$ cat src/verilog/srx_regs.vh
// Purpose: Constants for the serial receiver status and wakeup block
// Assumes: Byte address of a register is four times its index
// Notes:   Definitions only; no logic lives here
`ifndef SRX_REGS_VH
`define SRX_REGS_VH

// ----------------------------------------------------------------------
// Register indices (byte address = index * 4)
// ----------------------------------------------------------------------
`define SRX_IDX_CTRL1       8'h13
`define SRX_IDX_CTRL2       8'h14
`define SRX_IDX_CTRL3       8'h15
`define SRX_IDX_STAT1       8'h16
`define SRX_IDX_STAT2       8'h17
`define SRX_IDX_DATA        8'h18
`define SRX_IDX_BAUD        8'h19
`define SRX_IDX_BRKCTL      8'h1A

// ----------------------------------------------------------------------
// Field positions
// ----------------------------------------------------------------------
`define SRX_C1_ENABLE       6
`define SRX_C1_LEN9         4
`define SRX_C1_WAKE_ADDR    3
`define SRX_C1_QUIET_SEL    2
`define SRX_C1_PAR_EN       1
`define SRX_C1_PAR_ODD      0
`define SRX_C2_FULL_IE      5
`define SRX_C2_QUIET_IE     4
`define SRX_C2_RX_EN        2
`define SRX_C2_STANDBY      1
`define SRX_C3_NINTH        7
`define SRX_ST_FULL         5
`define SRX_ST_QUIET        4
`define SRX_ST_OVR          3
`define SRX_ST_NOISE        2
`define SRX_ST_FRAME        1
`define SRX_ST_PAR          0
`define SRX_BRK_CLR_EN      7

// ----------------------------------------------------------------------
// Reset values
// ----------------------------------------------------------------------
`define SRX_RST_CTRL1       8'h00
`define SRX_RST_CTRL2       8'h00
`define SRX_RST_CTRL3       4'h0
`define SRX_RST_BAUD        8'h00
`define SRX_RST_BRKCTL      1'b0

// ----------------------------------------------------------------------
// Timing counts in oversample ticks; last bit index per frame length
// ----------------------------------------------------------------------
`define SRX_TICKS_PER_BIT   5'h10
`define SRX_QUIET_TICKS8    8'hA0
`define SRX_QUIET_TICKS9    8'hB0
`define SRX_LAST_IDX8       4'h9
`define SRX_LAST_IDX9       4'hA

`endif

$ cat src/verilog/srx_receiver.v
// Purpose: Receive status, error, wakeup and interrupt logic of a UART
// Assumes: rxd, stop_mode, wait_mode and debug_break are synchronous to pclk
// Notes:   APB slave with one wait-free access cycle; transmitter not included
`timescale 1ns/1ps
`include "srx_regs.vh"

// Contract
// - two or three bad stop samples set framing fault
// - break character sets framing fault
// - framing fault sets with buffer full
// - one stray stop sample: noise; more: framing
// - realign tick counter on falling edges
// - stop samples at ticks 8, 9, 10
// - standby suppresses all receiver interrupts
// - address mark clears standby
// - waking address character sets buffer full
// - idle character clears standby in idle mode
// - waking idle sets no flags
// - select selects where quiet counting starts
// - standby on quiet line may wake immediately
// - buffer transfer sets full, interrupt if enabled
// - ten or eleven ones set line quiet
// - overrun keeps old character, flags error
// - noise in any bit sets noise flag
// - enabled framing fault requests error interrupt
// - parity mismatch sets parity fault
// - wait mode keeps running, interrupts wake
// - stop mode halts, keeps registers, no wake
// - debug break protects flags unless clear enabled
// - oversample tick is sixteen times baud
// - length select frames eight or nine bits
module srx_receiver
(
  // APB clock and reset
  input  wire        pclk,
  input  wire        presetn,
  // APB slave
  input  wire        psel,
  input  wire        penable,
  input  wire        pwrite,
  input  wire [11:0] paddr,
  input  wire [31:0] pwdata,
  output reg  [31:0] prdata,
  output reg         pready,
  output reg         pslverr,
  // Serial line and system state
  input  wire        rxd,
  input  wire        wait_mode,
  input  wire        stop_mode,
  input  wire        debug_break,
  // Requests
  output reg         rx_irq,
  output reg         err_irq,
  output reg         wake_req
);

  // ----------------------------------------------------------------------
  // Declarations
  // ----------------------------------------------------------------------
  localparam [0:0] ST_HUNT = 1'b0;
  localparam [0:0] ST_RECV = 1'b1;

  reg  [7:0] first_control_reg;
  reg  [7:0] second_control_reg;
  reg  [3:0] third_control_reg;
  reg  [7:0] baud_div_reg;
  reg        break_clear_enable_reg;
  reg  [7:0] receive_buffer_reg;
  reg        ninth_bit_reg;
  reg  [5:0] status_reg;
  reg  [5:0] arm_mask_reg;
  reg  [7:0] div_cnt_reg;
  reg        state_reg;
  reg  [4:0] rt_cnt_reg;
  reg  [3:0] bit_idx_reg;
  reg  [1:0] ones_cnt_reg;
  reg        s3_reg;
  reg        s5_reg;
  reg        s8_reg;
  reg        s9_reg;
  reg        prev_s_reg;
  reg        last_bit_reg;
  reg  [8:0] shift_reg;
  reg        noise_acc_reg;
  reg  [7:0] quiet_cnt_reg;
  reg        quiet_armed_reg;

  wire       acc_done;
  wire       wr_done;
  wire       rd_done;
  wire [9:0] reg_idx;
  wire       brk_ok;
  wire       rx_run;
  wire       tick;
  wire       len9;
  wire       standby;
  wire       wake_addr;
  wire [3:0] last_idx;
  wire [7:0] quiet_thr;
  wire       s;
  wire       vote;
  wire       noisy;
  wire       stop_done;
  wire       start_hit;
  wire       quiet_count_en;
  wire       quiet_reach;
  wire       quiet_level;
  wire       addr_mark;
  wire       accept;
  wire       drop;
  wire       overrun;
  wire       par_err;
  wire       clr_now;
  wire       stat_rd;
  wire [5:0] set_vec;
  wire       sw_standby_wr;
  wire       hw_wake;

  // ----------------------------------------------------------------------
  // Functions
  // ----------------------------------------------------------------------
  // Two out of three vote
  function maj3;
    input a;
    input b;
    input c;
    begin
      maj3 = (a & b) | (a & c) | (b & c);
    end
  endfunction

  // Samples disagree
  function mixed3;
    input a;
    input b;
    input c;
    begin
      mixed3 = (a | b | c) & ~(a & b & c);
    end
  endfunction

  // ----------------------------------------------------------------------
  // Bus decode
  // ----------------------------------------------------------------------
  assign acc_done = psel & penable & pready;
  assign wr_done  = acc_done & pwrite;
  assign rd_done  = acc_done & ~pwrite;
  assign reg_idx  = paddr[11:2];
  // Flags may only be touched outside a debug break, or when allowed
  assign brk_ok   = ~debug_break | break_clear_enable_reg;
  assign stat_rd  = rd_done & (reg_idx == {2'b00, `SRX_IDX_STAT1}) & brk_ok;
  assign clr_now  = rd_done & (reg_idx == {2'b00, `SRX_IDX_DATA}) & brk_ok;

  // ----------------------------------------------------------------------
  // Configuration decode
  // ----------------------------------------------------------------------
  assign len9      = first_control_reg[`SRX_C1_LEN9];
  assign wake_addr = first_control_reg[`SRX_C1_WAKE_ADDR];
  assign standby   = second_control_reg[`SRX_C2_STANDBY];
  assign last_idx  = len9 ? `SRX_LAST_IDX9 : `SRX_LAST_IDX8;
  assign quiet_thr = len9 ? `SRX_QUIET_TICKS9 : `SRX_QUIET_TICKS8;
  // Stop mode halts everything on the serial side, registers keep state
  assign rx_run    = first_control_reg[`SRX_C1_ENABLE]
                   & second_control_reg[`SRX_C2_RX_EN] & ~stop_mode;

  // ----------------------------------------------------------------------
  // Oversample tick: one every baud_div+1 clocks, 16 per bit
  // ----------------------------------------------------------------------
  assign tick = rx_run & (div_cnt_reg == baud_div_reg);

  always @(posedge pclk or negedge presetn)
  begin
    if (!presetn)
      div_cnt_reg <= 8'h00;
    else if (!rx_run || tick)
      div_cnt_reg <= 8'h00;
    else
      div_cnt_reg <= div_cnt_reg + 8'h01;
  end

  // ----------------------------------------------------------------------
  // Bit recovery
  // ----------------------------------------------------------------------
  assign s         = rxd;
  assign vote      = maj3(s8_reg, s9_reg, s);
  assign noisy     = mixed3(s8_reg, s9_reg, s);
  assign start_hit = tick & (state_reg == ST_HUNT) & ~s & (ones_cnt_reg == 2'h3);
  assign stop_done = tick & (state_reg == ST_RECV) & (rt_cnt_reg == 5'h0A)
                   & (bit_idx_reg == last_idx);

  // Character framing state machine, one step per tick
  always @(posedge pclk or negedge presetn)
  begin
    if (!presetn)
    begin
      state_reg     <= ST_HUNT;
      rt_cnt_reg    <= 5'h01;
      bit_idx_reg   <= 4'h0;
      ones_cnt_reg  <= 2'h0;
      s3_reg        <= 1'b0;
      s5_reg        <= 1'b0;
      s8_reg        <= 1'b0;
      s9_reg        <= 1'b0;
      prev_s_reg    <= 1'b1;
      last_bit_reg  <= 1'b1;
      shift_reg     <= 9'h000;
      noise_acc_reg <= 1'b0;
    end
    else if (!rx_run && !stop_mode)
    begin
      // Receiver disabled: drop any partial character
      state_reg    <= ST_HUNT;
      ones_cnt_reg <= 2'h0;
    end
    else if (tick)
    begin
      prev_s_reg <= s;
      case (state_reg)
        ST_HUNT:
        begin
          // Start edge: a zero after three ones; this tick is RT1
          if (start_hit)
          begin
            state_reg     <= ST_RECV;
            rt_cnt_reg    <= 5'h02;
            bit_idx_reg   <= 4'h0;
            noise_acc_reg <= 1'b0;
            last_bit_reg  <= 1'b0;
          end
          else if (s)
            ones_cnt_reg <= (ones_cnt_reg == 2'h3) ? 2'h3 : ones_cnt_reg + 2'h1;
          else
            ones_cnt_reg <= 2'h0;
        end
        ST_RECV:
        begin
          if (rt_cnt_reg == 5'h03)
            s3_reg <= s;
          if (rt_cnt_reg == 5'h05)
            s5_reg <= s;
          if (rt_cnt_reg == 5'h08)
            s8_reg <= s;
          if (rt_cnt_reg == 5'h09)
            s9_reg <= s;
          // Falling edge after a one bit restarts the bit period
          if ((bit_idx_reg != 4'h0) && (rt_cnt_reg > 5'h0A) && prev_s_reg && !s
              && last_bit_reg)
          begin
            rt_cnt_reg  <= 5'h02;
            bit_idx_reg <= bit_idx_reg + 4'h1;
          end
          else if (rt_cnt_reg == `SRX_TICKS_PER_BIT)
          begin
            rt_cnt_reg  <= 5'h01;
            bit_idx_reg <= bit_idx_reg + 4'h1;
          end
          else
            rt_cnt_reg <= rt_cnt_reg + 5'h01;
          // Start verification at RT3, RT5, RT7
          if ((bit_idx_reg == 4'h0) && (rt_cnt_reg == 5'h07))
          begin
            if (maj3(s3_reg, s5_reg, s))
            begin
              state_reg    <= ST_HUNT;
              ones_cnt_reg <= 2'h0;
            end
            else if (s3_reg | s5_reg | s)
              noise_acc_reg <= 1'b1;
          end
          // Bit decision at RT10
          if (rt_cnt_reg == 5'h0A)
          begin
            if (bit_idx_reg == 4'h0)
            begin
              if (s8_reg | s9_reg | s)
                noise_acc_reg <= 1'b1;
            end
            else if (bit_idx_reg == last_idx)
            begin
              state_reg    <= ST_HUNT;
              ones_cnt_reg <= 2'h0;
            end
            else
            begin
              shift_reg    <= {vote, shift_reg[8:1]};
              last_bit_reg <= vote;
              if (noisy)
                noise_acc_reg <= 1'b1;
            end
          end
        end
        default:
          state_reg <= ST_HUNT;
      endcase
    end
  end

  // ----------------------------------------------------------------------
  // Character completion
  // ----------------------------------------------------------------------
  // Eight-bit frames land in shift_reg[8:1]; bit 8 is always the top bit
  assign addr_mark = shift_reg[8];
  assign par_err   = first_control_reg[`SRX_C1_PAR_EN]
                   & ((len9 ? ^shift_reg : ^shift_reg[8:1])
                   ^ first_control_reg[`SRX_C1_PAR_ODD]);
  assign hw_wake   = stop_done & standby & wake_addr & addr_mark;
  assign drop      = stop_done & standby & ~hw_wake;
  assign overrun   = stop_done & ~drop & status_reg[`SRX_ST_FULL];
  assign accept    = stop_done & ~drop & ~status_reg[`SRX_ST_FULL];

  // Receive buffer and ninth bit; overrun leaves the old character
  always @(posedge pclk or negedge presetn)
  begin
    if (!presetn)
    begin
      receive_buffer_reg <= 8'h00;
      ninth_bit_reg      <= 1'b0;
    end
    else if (accept)
    begin
      receive_buffer_reg <= len9 ? shift_reg[7:0] : shift_reg[8:1];
      ninth_bit_reg      <= shift_reg[8];
    end
  end

  // ----------------------------------------------------------------------
  // Quiet line detection
  // ----------------------------------------------------------------------
  // Select 1: count only after the stop bit; 0: from the first data bit
  assign quiet_count_en = s & ((state_reg == ST_HUNT)
                        | (~first_control_reg[`SRX_C1_QUIET_SEL]
                           & (bit_idx_reg != 4'h0)));
  assign quiet_level    = (quiet_cnt_reg == quiet_thr);
  assign quiet_reach    = tick & quiet_count_en
                        & (quiet_cnt_reg == quiet_thr - 8'h01);

  always @(posedge pclk or negedge presetn)
  begin
    if (!presetn)
    begin
      quiet_cnt_reg   <= 8'h00;
      quiet_armed_reg <= 1'b0;
    end
    else if (tick)
    begin
      if (start_hit || !quiet_count_en)
        quiet_cnt_reg <= 8'h00;
      else if (!quiet_level)
        quiet_cnt_reg <= quiet_cnt_reg + 8'h01;
      // Report only once per quiet period, after some traffic
      if (start_hit)
        quiet_armed_reg <= 1'b1;
      else if (quiet_reach)
        quiet_armed_reg <= 1'b0;
    end
  end

  // ----------------------------------------------------------------------
  // Status flags: hardware set wins over the two-step clear
  // ----------------------------------------------------------------------
  assign set_vec[`SRX_ST_FULL]  = accept;
  assign set_vec[`SRX_ST_QUIET] = quiet_reach & quiet_armed_reg & ~standby;
  assign set_vec[`SRX_ST_OVR]   = overrun;
  assign set_vec[`SRX_ST_NOISE] = accept & (noise_acc_reg | noisy);
  assign set_vec[`SRX_ST_FRAME] = accept & ~vote;
  assign set_vec[`SRX_ST_PAR]   = accept & par_err;

  always @(posedge pclk or negedge presetn)
  begin
    if (!presetn)
    begin
      status_reg   <= 6'h00;
      arm_mask_reg <= 6'h00;
    end
    else
    begin
      // During a protected break the arm survives and is finished later
      status_reg <= set_vec | (status_reg & ~(clr_now ? arm_mask_reg : 6'h00));
      if (stat_rd)
        arm_mask_reg <= status_reg;
      else if (clr_now)
        arm_mask_reg <= 6'h00;
    end
  end

  // ----------------------------------------------------------------------
  // Control registers
  // ----------------------------------------------------------------------
  assign sw_standby_wr = wr_done & (reg_idx == {2'b00, `SRX_IDX_CTRL2});

  always @(posedge pclk or negedge presetn)
  begin
    if (!presetn)
    begin
      first_control_reg      <= `SRX_RST_CTRL1;
      second_control_reg     <= `SRX_RST_CTRL2;
      third_control_reg      <= `SRX_RST_CTRL3;
      baud_div_reg           <= `SRX_RST_BAUD;
      break_clear_enable_reg <= `SRX_RST_BRKCTL;
    end
    else
    begin
      if (wr_done && reg_idx == {2'b00, `SRX_IDX_CTRL1})
        first_control_reg <= pwdata[7:0];
      if (wr_done && reg_idx == {2'b00, `SRX_IDX_CTRL3})
        third_control_reg <= pwdata[3:0];
      if (wr_done && reg_idx == {2'b00, `SRX_IDX_BAUD})
        baud_div_reg <= pwdata[7:0];
      if (wr_done && reg_idx == {2'b00, `SRX_IDX_BRKCTL})
        break_clear_enable_reg <= pwdata[`SRX_BRK_CLR_EN];
      // Software write beats a same-cycle hardware wake
      if (sw_standby_wr)
        second_control_reg <= pwdata[7:0];
      else if (hw_wake || (standby && !wake_addr && quiet_level))
        second_control_reg[`SRX_C2_STANDBY] <= 1'b0;
    end
  end

  // ----------------------------------------------------------------------
  // APB answer: data prepared in setup, ready in the first access cycle
  // ----------------------------------------------------------------------
  always @(posedge pclk or negedge presetn)
  begin
    if (!presetn)
    begin
      prdata  <= 32'h00000000;
      pready  <= 1'b0;
      pslverr <= 1'b0;
    end
    else
    begin
      pready  <= psel & ~penable;
      pslverr <= 1'b0;
      prdata  <= 32'h00000000;
      if (psel && !penable)
      begin
        case (reg_idx)
          {2'b00, `SRX_IDX_CTRL1}:  prdata[7:0] <= first_control_reg;
          {2'b00, `SRX_IDX_CTRL2}:  prdata[7:0] <= second_control_reg;
          {2'b00, `SRX_IDX_CTRL3}:  prdata[7:0] <= {ninth_bit_reg, 3'b000,
                                                   third_control_reg};
          {2'b00, `SRX_IDX_STAT1}:  prdata[7:0] <= {2'b00, status_reg};
          {2'b00, `SRX_IDX_STAT2}:  prdata[7:0] <= 8'h00;
          {2'b00, `SRX_IDX_DATA}:   prdata[7:0] <= receive_buffer_reg;
          {2'b00, `SRX_IDX_BAUD}:   prdata[7:0] <= baud_div_reg;
          {2'b00, `SRX_IDX_BRKCTL}: prdata[7:0] <= {break_clear_enable_reg, 7'h00};
          default:                  pslverr     <= 1'b1;
        endcase
      end
    end
  end

  // ----------------------------------------------------------------------
  // Interrupt requests; wake_req lets wait mode end, never stop mode
  // ----------------------------------------------------------------------
  always @(posedge pclk or negedge presetn)
  begin
    if (!presetn)
    begin
      rx_irq   <= 1'b0;
      err_irq  <= 1'b0;
      wake_req <= 1'b0;
    end
    else
    begin
      rx_irq   <= ~standby & ((status_reg[`SRX_ST_FULL]
                  & second_control_reg[`SRX_C2_FULL_IE])
                | (status_reg[`SRX_ST_QUIET]
                  & second_control_reg[`SRX_C2_QUIET_IE]));
      err_irq  <= ~standby & |(status_reg[3:0] & third_control_reg);
      wake_req <= wait_mode & ~stop_mode & (rx_irq | err_irq);
    end
  end

endmodule // srx_receiver

$ cat config.mk
export PLATFORM = sky130hd
export DESIGN_NAME = srx_receiver
export DESIGN_NICKNAME = d
export VERILOG_FILES = /design/src/verilog/srx_receiver.v
export VERILOG_INCLUDE_DIRS = /design/src /design/src/verilog
export SDC_FILE = /design/constraint.sdc
export NUM_CORES = 1
export LEC_CHECK = 0
export BUFFER_PORTS_ARGS = -buffer_cell sky130_fd_sc_hd__buf_2
export CELL_PAD_IN_SITES_DETAIL_PLACEMENT = 0
export CELL_PAD_IN_SITES_GLOBAL_PLACEMENT = 1
export CORE_MARGIN = 1.5
export CORE_UTILIZATION = 45
export DETAILED_ROUTE_END_ITERATION = 6
export GPL_ROUTABILITY_DRIVEN = 0
export PLACE_DENSITY = 0.79
export SYNTH_ARGS = -nofsm -noshare
export SYNTH_HDL_FRONTEND = slang
export SYNTH_SLANG_ARGS = --single-unit
$ cat constraint.sdc
create_clock -name pclk -period 3.1 [get_ports pclk]
set_input_delay 0.62 -clock pclk [delete_from_list [all_inputs] [get_ports pclk]]
set_output_delay 0.62 -clock pclk [all_outputs]
set_load 0.005 [all_outputs]
# After elaboration in Yosys (flattened, before gate mapping)

Index checks and enable logic that the tools add are counted.

$add $sub $neg: 6
Order comparisons: 1
Equal/unequal tests: 27
Mux-type cells: 60
Bitwise gates (word level): 84
Reductions and logical operators: 44

Operator list:

| operator                                                                | count |
|---|---|
| 10-bit by 5-bit equality test with 1-bit output (second input constant) | 8 |
| 8-bit case mux with 7 select lines                                      | 1 |
| 1-bit bitwise AND                                                       | 50 |
| 8-bit two-way mux                                                       | 5 |
| 1-bit two-way mux                                                       | 27 |
| 8-bit equality test                                                     | 3 |
| 2-bit two-way mux                                                       | 11 |
| 5-bit two-way mux                                                       | 4 |
| 4-bit AND reduction                                                     | 5 |
| 6-bit two-way mux                                                       | 3 |
| 8-bit by 1-bit adder with 8-bit output (second input constant)          | 2 |
| 1-bit inverter                                                          | 16 |
| 5-bit by 4-bit equality test with 1-bit output (second input constant)  | 3 |
| 1-bit logical AND                                                       | 13 |
| 1-bit OR                                                                | 13 |
| 4-bit two-way mux                                                       | 3 |
| 6-bit AND reduction                                                     | 2 |
| 5-bit by 3-bit equality test with 1-bit output (second input constant)  | 2 |
| 5-bit case mux with 2 select lines                                      | 1 |
| 9-bit XOR reduction                                                     | 1 |
| 4-bit case mux with 2 select lines                                      | 1 |
| 2-bit AND reduction                                                     | 4 |
| 2-bit nonzero test                                                      | 4 |
| 8-bit OR reduction                                                      | 1 |
| other kinds (27)                                                        | 39 |

Bits in registers: 108
Bits of input ports: 53
Output and inout bits: 37
Logic and storage cells: 253

# Depth between registers and ports, before layout

Gate-level depths: netlist of the first run.

Depth in word-level cells: 16
Mapped depth: 8

# Worst setup path after synthesis of the first run

Ideal clock, no wire load.

Path type: input -> register
Start point: in stop_mode
End point: reg shift_reg[0]
Data arrival time: 2133 ps
Data required time: 2975 ps
Setup slack: 843 ps
Stages: 6
Buffers on the path: 2
Path through: or2_0 buf_2 nor4_4 and2_2 buf_4 mux2_2

Cells in the longest elaborated chain, start to end: 6
Elaborated cells on any way between the ends: 8
Classes of those cells: 4 x bitwise; 4 x reduce/logical

Ends and longest elaborated chain:

| item                            | line               | text |
|---|---|---|
| from (decl)                     | srx_receiver.v:49  | `input wire stop_mode,` |
| 1-bit inverter                  | srx_receiver.v:164 | `` & second_control_reg[`SRX_C2_RX_EN] & ~stop_mode; `` |
| 1-bit bitwise AND               | srx_receiver.v:163 | `` assign rx_run = first_control_reg[`SRX_C1_ENABLE] `` |
| 1-bit logical NOT               | srx_receiver.v:209 | `else if (!rx_run && !stop_mode)` |
| 1-bit logical AND               | srx_receiver.v:209 |  |
| 1-bit inverter (no line)        | n/a                |  |
| 6-bit AND reduction (no line) * | n/a                |  |
| to (signal assigned)            | srx_receiver.v:285 | `shift_reg <= {vote, shift_reg[8:1]};` |
| to (decl)                       | srx_receiver.v:83  | `reg [8:0] shift_reg;` |

Mark *: on every way between the ends. The rest lies on a longest branch, timed or not.
A chain may end at the register's enable or synchronous reset.

# Worst setup path after layout of the first run

Start point: reg rt_cnt_reg[2]
End point: reg shift_reg[6]

Cells in the longest elaborated chain, start to end: 2

Ends and longest elaborated chain:

| item                                           | line               | text |
|---|---|---|
| from (decl)                                    | srx_receiver.v:74  | `reg [4:0] rt_cnt_reg;` |
| from (signal assigned)                         | srx_receiver.v:258 | `rt_cnt_reg <= rt_cnt_reg + 5'h01;` |
| 5-bit by 4-bit equality test with 1-bit output | srx_receiver.v:271 | `if (rt_cnt_reg == 5'h0A)` |
| 6-bit AND reduction (no line)                  | n/a                |  |

No other way between the ends.

==> summary.md, run 1 <==
| Metric | Value |
|---|---|
| Synth top area share | `44.8%` |
| Met1 GRT Util | `28.6%` |
| Final setup skew | `0.00877 ns` |
| Slew HR | `39.9%` |
| Post-synth ARST share | `100%` |
| Commonest non-fill, non-tap cells in the layout | `105 x dfrtp_1, 53 x mux2_2, 38 x nand2_1, 38 x buf_2, 29 x o21ai_0` |
| First-pass GRT wire length | `21300 um` |
| Overall Power | `2.64 mW` |
| M3 GR Usage | `5.77%` |
| Static Leak | `3.05 nW` |
| All-layer global routing usage | `20.6%` |
| Largest net degree at the start of global routing | `71` |
| Area delta synth->final | `10.5%` |
| Setup CP Type | `reg2reg` |
| Via count | `4194` |
| N_diodes | `0` |
| Setup crit end kind | `register` |
| Number of synthesized flops with an enable pin | `0` |
| Synth Area in Simple Gates | `16.1%` |
| Vias in the first global route | `4089` |
| Critical path fanouts, max | `10` |
| Met2 usage | `31.9%` |
| Commonest non-fill, non-tap cell in the layout | `dfrtp_1` |
| 1st-iter DRT viols | `295` |
| Outcome | `finished, final reports clean` |
| Routed WL | `13000 um` |
| Die Y | `117 um` |
| Synth Area in Adders | `2.09%` |
| Mapped Cells | `546` |
| Post-Synth XOR/XNOR Area | `4.06%` |
| Req. time, crit path | `3.34 ns` |
| Clk_lat worst skew | `0.36 ns` |
| Starting Density | `46.3%` |
| R2r worst-path depth | `5` |
| Synth area leader | `dfrtp_1` |
| Share of cells above drive strength 1 | `23.3%` |
| Die Wd | `117 um` |
| Largest family of logic cells by synthesized area | `simple AND/OR/NAND/NOR gates` |
| Clock buffer depth | `2` |
| Slew @ Worst Pin | `0.901 ns` |
| Wire length per cell | `17.0 um` |
| Dpl hpwl | `9240 um` |
| Post-CTS Setup Inserts | `0` |
| Compound-Gate Fraction of Synth Area | `13.3%` |
| Max VDD drop | `0.000277 V` |
| # hold bufs at CTS | `0` |
| Cts repair resizes | `0` |
| Fin crit period | `2.32 ns` |
| # rows | `41` |
| Fin nets | `649` |
| Max-slew violations | `0` |
| HP Class | `in2async` |
| Critical Path AT | `2.56 ns` |
| Drt pass-1 iters | `5` |
| Placed cell area | `6200 um^2` |
| PD cells | `407 nW/um^2` |
| Post-synthesis sequential area ratio | `46.2%` |
| Final period util | `74.9%` |
| TNS Setup | `0 ns` |
| Multiplexer share of the synthesized area | `12.1%` |
| Number of max-cap violations | `0` |
| RSZ-0062 raised after global routing | `false` |
| Fmax | `430 MHz` |
| Number of flip-flops in the largest register | `9` |
| Count of different cell masters after synthesis | `63` |
| Die area | `13700 um^2` |
| Num ports | `90` |
| Ys Warns | `0` |
| Global routing's busiest layer | `met2` |
| Cell area after layout | `6480 um^2` |
| DRC | `0` |
| Worst-path clk slew | `0.07 ns` |
| Synth area leaders | `dfrtp_1 45%, mux2_2 10%, buf_4 3.2%` |
| Vias per cell | `5.49` |
| Final-report setup violation count | `0` |
| CP Launch Type | `register` |
| Mapped Area | `5860 um^2` |
| Seq cells post-synth | `108` |
| Antenna violations before repair | `0` |
| Number of I/O port buffers | `39` |
| H-tree Lvls | `3` |
| GRT Residual Overflow | `0` |
| CTS buffer count | `9` |
| Hold Vio Cnt, Final | `0` |
| ANT nets after route | `0` |
| Core region area | `12700 um^2` |
| Sink Count | `108` |
| Post-Syn Area per Cell | `10.7 um^2` |
| Root buf cell | `clkbuf_16` |
| Primary FF master, synth | `dfrtp_1` |
| CTS tree | `built` |
-- cell families (layout without fill, tap and decap cells) --
logic type      count (synthesis)  in the layout
fa+ha+maj                      10             10
buf+inv                        68             91
other cells                     1             24
xor+xnor                       24             24
flops                         108            108
compound gates                107            107
mux                            61             61
simple gates                  167            167
-- synth_stat cells (all sizes together), types with 9 or more instances --
cell,instances
mux2,59
clkbuf,12
xnor2,15
nand3,18
nand4,12
a22o,19
a22oi,11
nor2,25
nand2,38
ha,9
buf,32
inv,24
and3,13
and2,13
dfrtp,105
o21ai,29
nor2b,13
-- critical path, stage by stage, from the launching register on --
cell	delay [ns]
dfrtp_1	0.49
nor3b_1	0.38
nand2_1	0.16
nor3b_1	0.47
and2_2	0.35
mux2_2	0.35
-- metrics by stage --
| stage | cells | util, % | setup slack, ns | hold slack [ns] |
|---|---|---|---|---|
| after floorplan | 569 | - | 0.843 | 0.324 |
| after global placement | 748 | 48.9 | 0.633 | 0.482 |
| after detailed placement | 748 | 48.9 | 0.604 | 0.487 |
| after CTS | 764 | 51.1 | 0.751 | 0.418 |
| after global routing | 764 | 51.1 | 0.589 | 0.434 |
| final | 764 | 51.1 | 0.777 | 0.367 |
-- power by group --
group	internal [mW]	total [mW]	switching, mW
Combinational	0.0315	0.107	0.0760
Sequential	1.41	1.41	0.00251
Clock	0.558	1.11	0.555
-- layer usage --
| metal | vias up | routed length (um) |
|---|---|---|
| met4 | 0 | 159 |
| met3 | 10 | 538 |
| li1 | 2019 | - |
| met5 | - | 0 |
| met2 | 90 | 6080 |
| met1 | 2075 | 6200 |
-- worst paths after layout --
path                                          to            start  slack, ns
max                                 shift_reg[6]    rt_cnt_reg[2]       0.78
min                             quiet_cnt_reg[3]          presetn       0.37
max reg2reg                         shift_reg[6]    rt_cnt_reg[2]       0.78
min reg2reg                      arm_mask_reg[5]  arm_mask_reg[5]       0.51
max in group asynchronous  receive_buffer_reg[7]          presetn       1.98
min in group pclk                       wake_req        stop_mode       0.45
-- layout make-up --
class	instances	area [um^2]
multi-input combinational	393	2880
fill	1194	6190
clock buffer	9	225
clock inverter	7	58.8
inverter	24	90.1
sequential	108	2710
timing repair buffer	51	300
tap	172	215
Note: power is estimated with default switching activity, not from simulation.
==> run 2: changes to the inputs <==
==> constraint.sdc (replaced) <==
create_clock -name pclk -period 2.3 [get_ports pclk]
set_input_delay 0.46 -clock pclk [delete_from_list [all_inputs] [get_ports pclk]]
set_output_delay 0.46 -clock pclk [all_outputs]
set_load 0.005 [all_outputs]
==> summary.md, run 2 (same netlist as run 1, synthesis figures left out) <==
| Metric | Value |
|---|---|
| Commonest non-fill, non-tap cells in the layout | `105 x dfrtp_1, 53 x mux2_2, 38 x nand2_1, 38 x buf_2, 38 x buf_4 (was 105 x dfrtp_1, 53 x mux2_2, 38 x nand2_1, 38 x buf_2, 29 x o21ai_0)` |
| PD cells | `558 nW/um^2 (was 407 nW/um^2)` |
| CP Launch Type | `register (unchanged)` |
| Setup slack, reg-to-reg | `0.1 ns (was 0.78 ns)` |
| ANT nets after route | `0 (unchanged)` |
| Sink Count | `108 (unchanged)` |
| Commonest non-fill, non-tap cell in the layout | `dfrtp_1 (unchanged)` |
| Slew HR | `55.5% (was 39.9%)` |
| H-tree Lvls | `3 (unchanged)` |
| Die Wd | `117 um (unchanged)` |
| Root buf cell | `clkbuf_16 (unchanged)` |
| Outcome | `finished, final reports clean (unchanged)` |
| Die Y | `117 um (unchanged)` |
| Drt pass-1 iters | `5 (unchanged)` |
| Hold Vio Cnt, Final | `0 (unchanged)` |
| Antenna violations before repair | `0 (unchanged)` |
| Largest net degree at the start of global routing | `40 (was 71)` |
| Fmax | `454 MHz (was 430 MHz)` |
| Worst-path clk slew | `0.07 ns (about the same)` |
| Worst setup margin | `0.0961 ns (was 0.777 ns)` |
| Fin crit period | `2.20 ns (was 2.32 ns)` |
| First-pass GRT wire length | `21800 um (was 21300 um)` |
| GRT Residual Overflow | `0 (unchanged)` |
| Req. time, crit path | `2.54 ns (was 3.34 ns)` |
| R2r worst-path depth | `8 (was 5)` |
| Routed WL | `13300 um (was 13000 um)` |
| HP Class | `in2async (unchanged)` |
| Share of cells above drive strength 1 | `26.7% (was 23.3%)` |
| Crit. path cell count | `8 (was 5)` |
| Dpl ws | `0.0975 ns (was 0.604 ns)` |
| Setup crit end kind | `register (unchanged)` |
| Number of I/O port buffers | `39 (unchanged)` |
| All-layer global routing usage | `21.1% (was 20.6%)` |
| CP Capture Point | `rt_cnt_reg[3] (was shift_reg[6])` |
| Dpl hpwl | `9760 um (was 9240 um)` |
| Worst path max stage delay | `0.58 ns (was 0.49 ns)` |
| Number of flip-flops in the largest register | `9 (unchanged)` |
| Critical path fanouts, max | `10 (unchanged)` |
| Crit-path cells | `inv_1, ha_1, nor2b_1, o21ai_0, a2111oi_2, buf_4, nor2_1, a32o_1 (was nor3b_1, nand2_1, nor3b_1, and2_2, mux2_2)` |
| Final-report setup violation count | `0 (unchanged)` |
| N_diodes | `0 (unchanged)` |
| Vias per cell | `5.47 (was 5.49)` |
| TNS Setup | `0 ns (unchanged)` |
| # rows | `41 (unchanged)` |
| Reg-to-reg endpoint | `rt_cnt_reg[3] (was shift_reg[6])` |
| Final setup skew | `0.0104 ns (was 0.00877 ns)` |
| Via count | `4326 (was 4194)` |
| Starting Density | `46.3% (unchanged)` |
| CP delay by family, top | `compound AO/OA/AOI/OAI gates (was simple AND/OR/NAND/NOR gates)` |
| Cell area after layout | `6740 um^2 (was 6480 um^2)` |
| Num ports | `90 (unchanged)` |
| Wire length per cell | `16.8 um (was 17.0 um)` |
| Crit path launch | `rt_cnt_reg[0] (was rt_cnt_reg[2])` |
| Reg-to-reg startpoint | `rt_cnt_reg[0] (was rt_cnt_reg[2])` |
| Vias in the first global route | `4137 (was 4089)` |
| CTS buffer count | `9 (unchanged)` |
| Crit-path slowest cell | `dfstp_2 (was dfrtp_1)` |
| 1st-iter DRT viols | `304 (was 295)` |
| CTS tree | `built (unchanged)` |
| Critical Path AT | `2.44 ns (was 2.56 ns)` |
| Slew @ Worst Pin | `0.664 ns (was 0.901 ns)` |
| Max-slew violations | `0 (unchanged)` |
| Buffer and inverter count on the worst path | `2 (was 0)` |
| Fin nets | `676 (was 649)` |
| Static Leak | `3.21 nW (was 3.05 nW)` |
| Clk_lat worst skew | `0.35 ns (was 0.36 ns)` |
| Area delta synth->final | `15.0% (was 10.5%)` |
| Max VDD drop | `0.000398 V (was 0.000277 V)` |
| DRC | `0 (unchanged)` |
| Final period util | `95.8% (was 74.9%)` |
| Number of max-cap violations | `0 (unchanged)` |
| Clock buffer depth | `2 (unchanged)` |
| Core region area | `12700 um^2 (unchanged)` |
| Setup CP Type | `reg2reg (unchanged)` |
| Placed cell area | `6390 um^2 (was 6200 um^2)` |
| Die area | `13700 um^2 (unchanged)` |
run 2: worst min-delay path by stage:
stage | startpoint | to | slack [ns] | cells past startpoint
after floorplan | presetn | arm_mask_reg[0] | 0.16 | 0
after global placement | presetn | quiet_cnt_reg[3] | 0.45 | 1
after detailed placement | presetn | quiet_cnt_reg[4] | 0.45 | 1
after CTS | presetn | second_control_reg[1] | 0.07 | 1
after global routing | presetn | second_control_reg[1] | 0.09 | 1
final | presetn | quiet_cnt_reg[4] | 0.06 | 1
run 2: metrics by stage:
stage / hold slack (ns) / power [mW] / utilization (%) / std cells
final: 0.0642 / 3.76 / 53.2 / 791
after detailed placement: 0.454 / 2.10 / 50.4 / 772
after floorplan: 0.164 / 2.03 / - / 569
after global placement: 0.449 / 2.10 / 50.4 / 772
after CTS: 0.0742 / 3.79 / 53.0 / 788
after global routing: 0.0907 / 3.91 / 53.2 / 791
run 2: final cells by class:
class / count / area [um^2]
Fill cell: 1196 / 5930
Sequential cell: 108 / 2710
Tap cell: 172 / 215
Timing Repair Buffer: 78 / 515
Multi-Input combinational cell: 393 / 2890
Clock buffer: 11 / 243
Inverter: 24 / 90.1
Clock inverter: 5 / 85.1
run 2: worst register-to-register path, cell delays in order, from the launching register on:
cell and delay, ns:
dfstp_2 0.58, inv_1 0.09, ha_1 0.21, nor2b_1 0.10, o21ai_0 0.12, a2111oi_2 0.41
buf_4 0.24, nor2_1 0.09, a32o_1 0.26
run 2: report_power, final:
group | leakage (nW) | internal, mW | switching [mW]
clock | 0.156 | 0.989 | 0.713
sequential | 1.45 | 1.90 | 0.00287
combinational | 1.60 | 0.0503 | 0.103
total | 3.21 | 2.94 | 0.819
run 2: timing repair:
item / 4_1_cts / 5_1_grt
gates resized for setup: 0 / 2
endpoints found under the setup margin: 0 / 21
hold buffers: 0 / 0
setup buffers: 0 / 3
run 2: layer usage:
| layer | vias up | share of wire, % | GRT usage [%] |
|---|---|---|---|
| met5 | - | 0 | 0 |
| met4 | 0 | 1.3 | 5.78 |
| met3 | 13 | 4.0 | 4.99 |
| met2 | 86 | 48 | 33.7 |
| met1 | 2163 | 47 | 28.9 |
| li1 | 2064 | - | - |
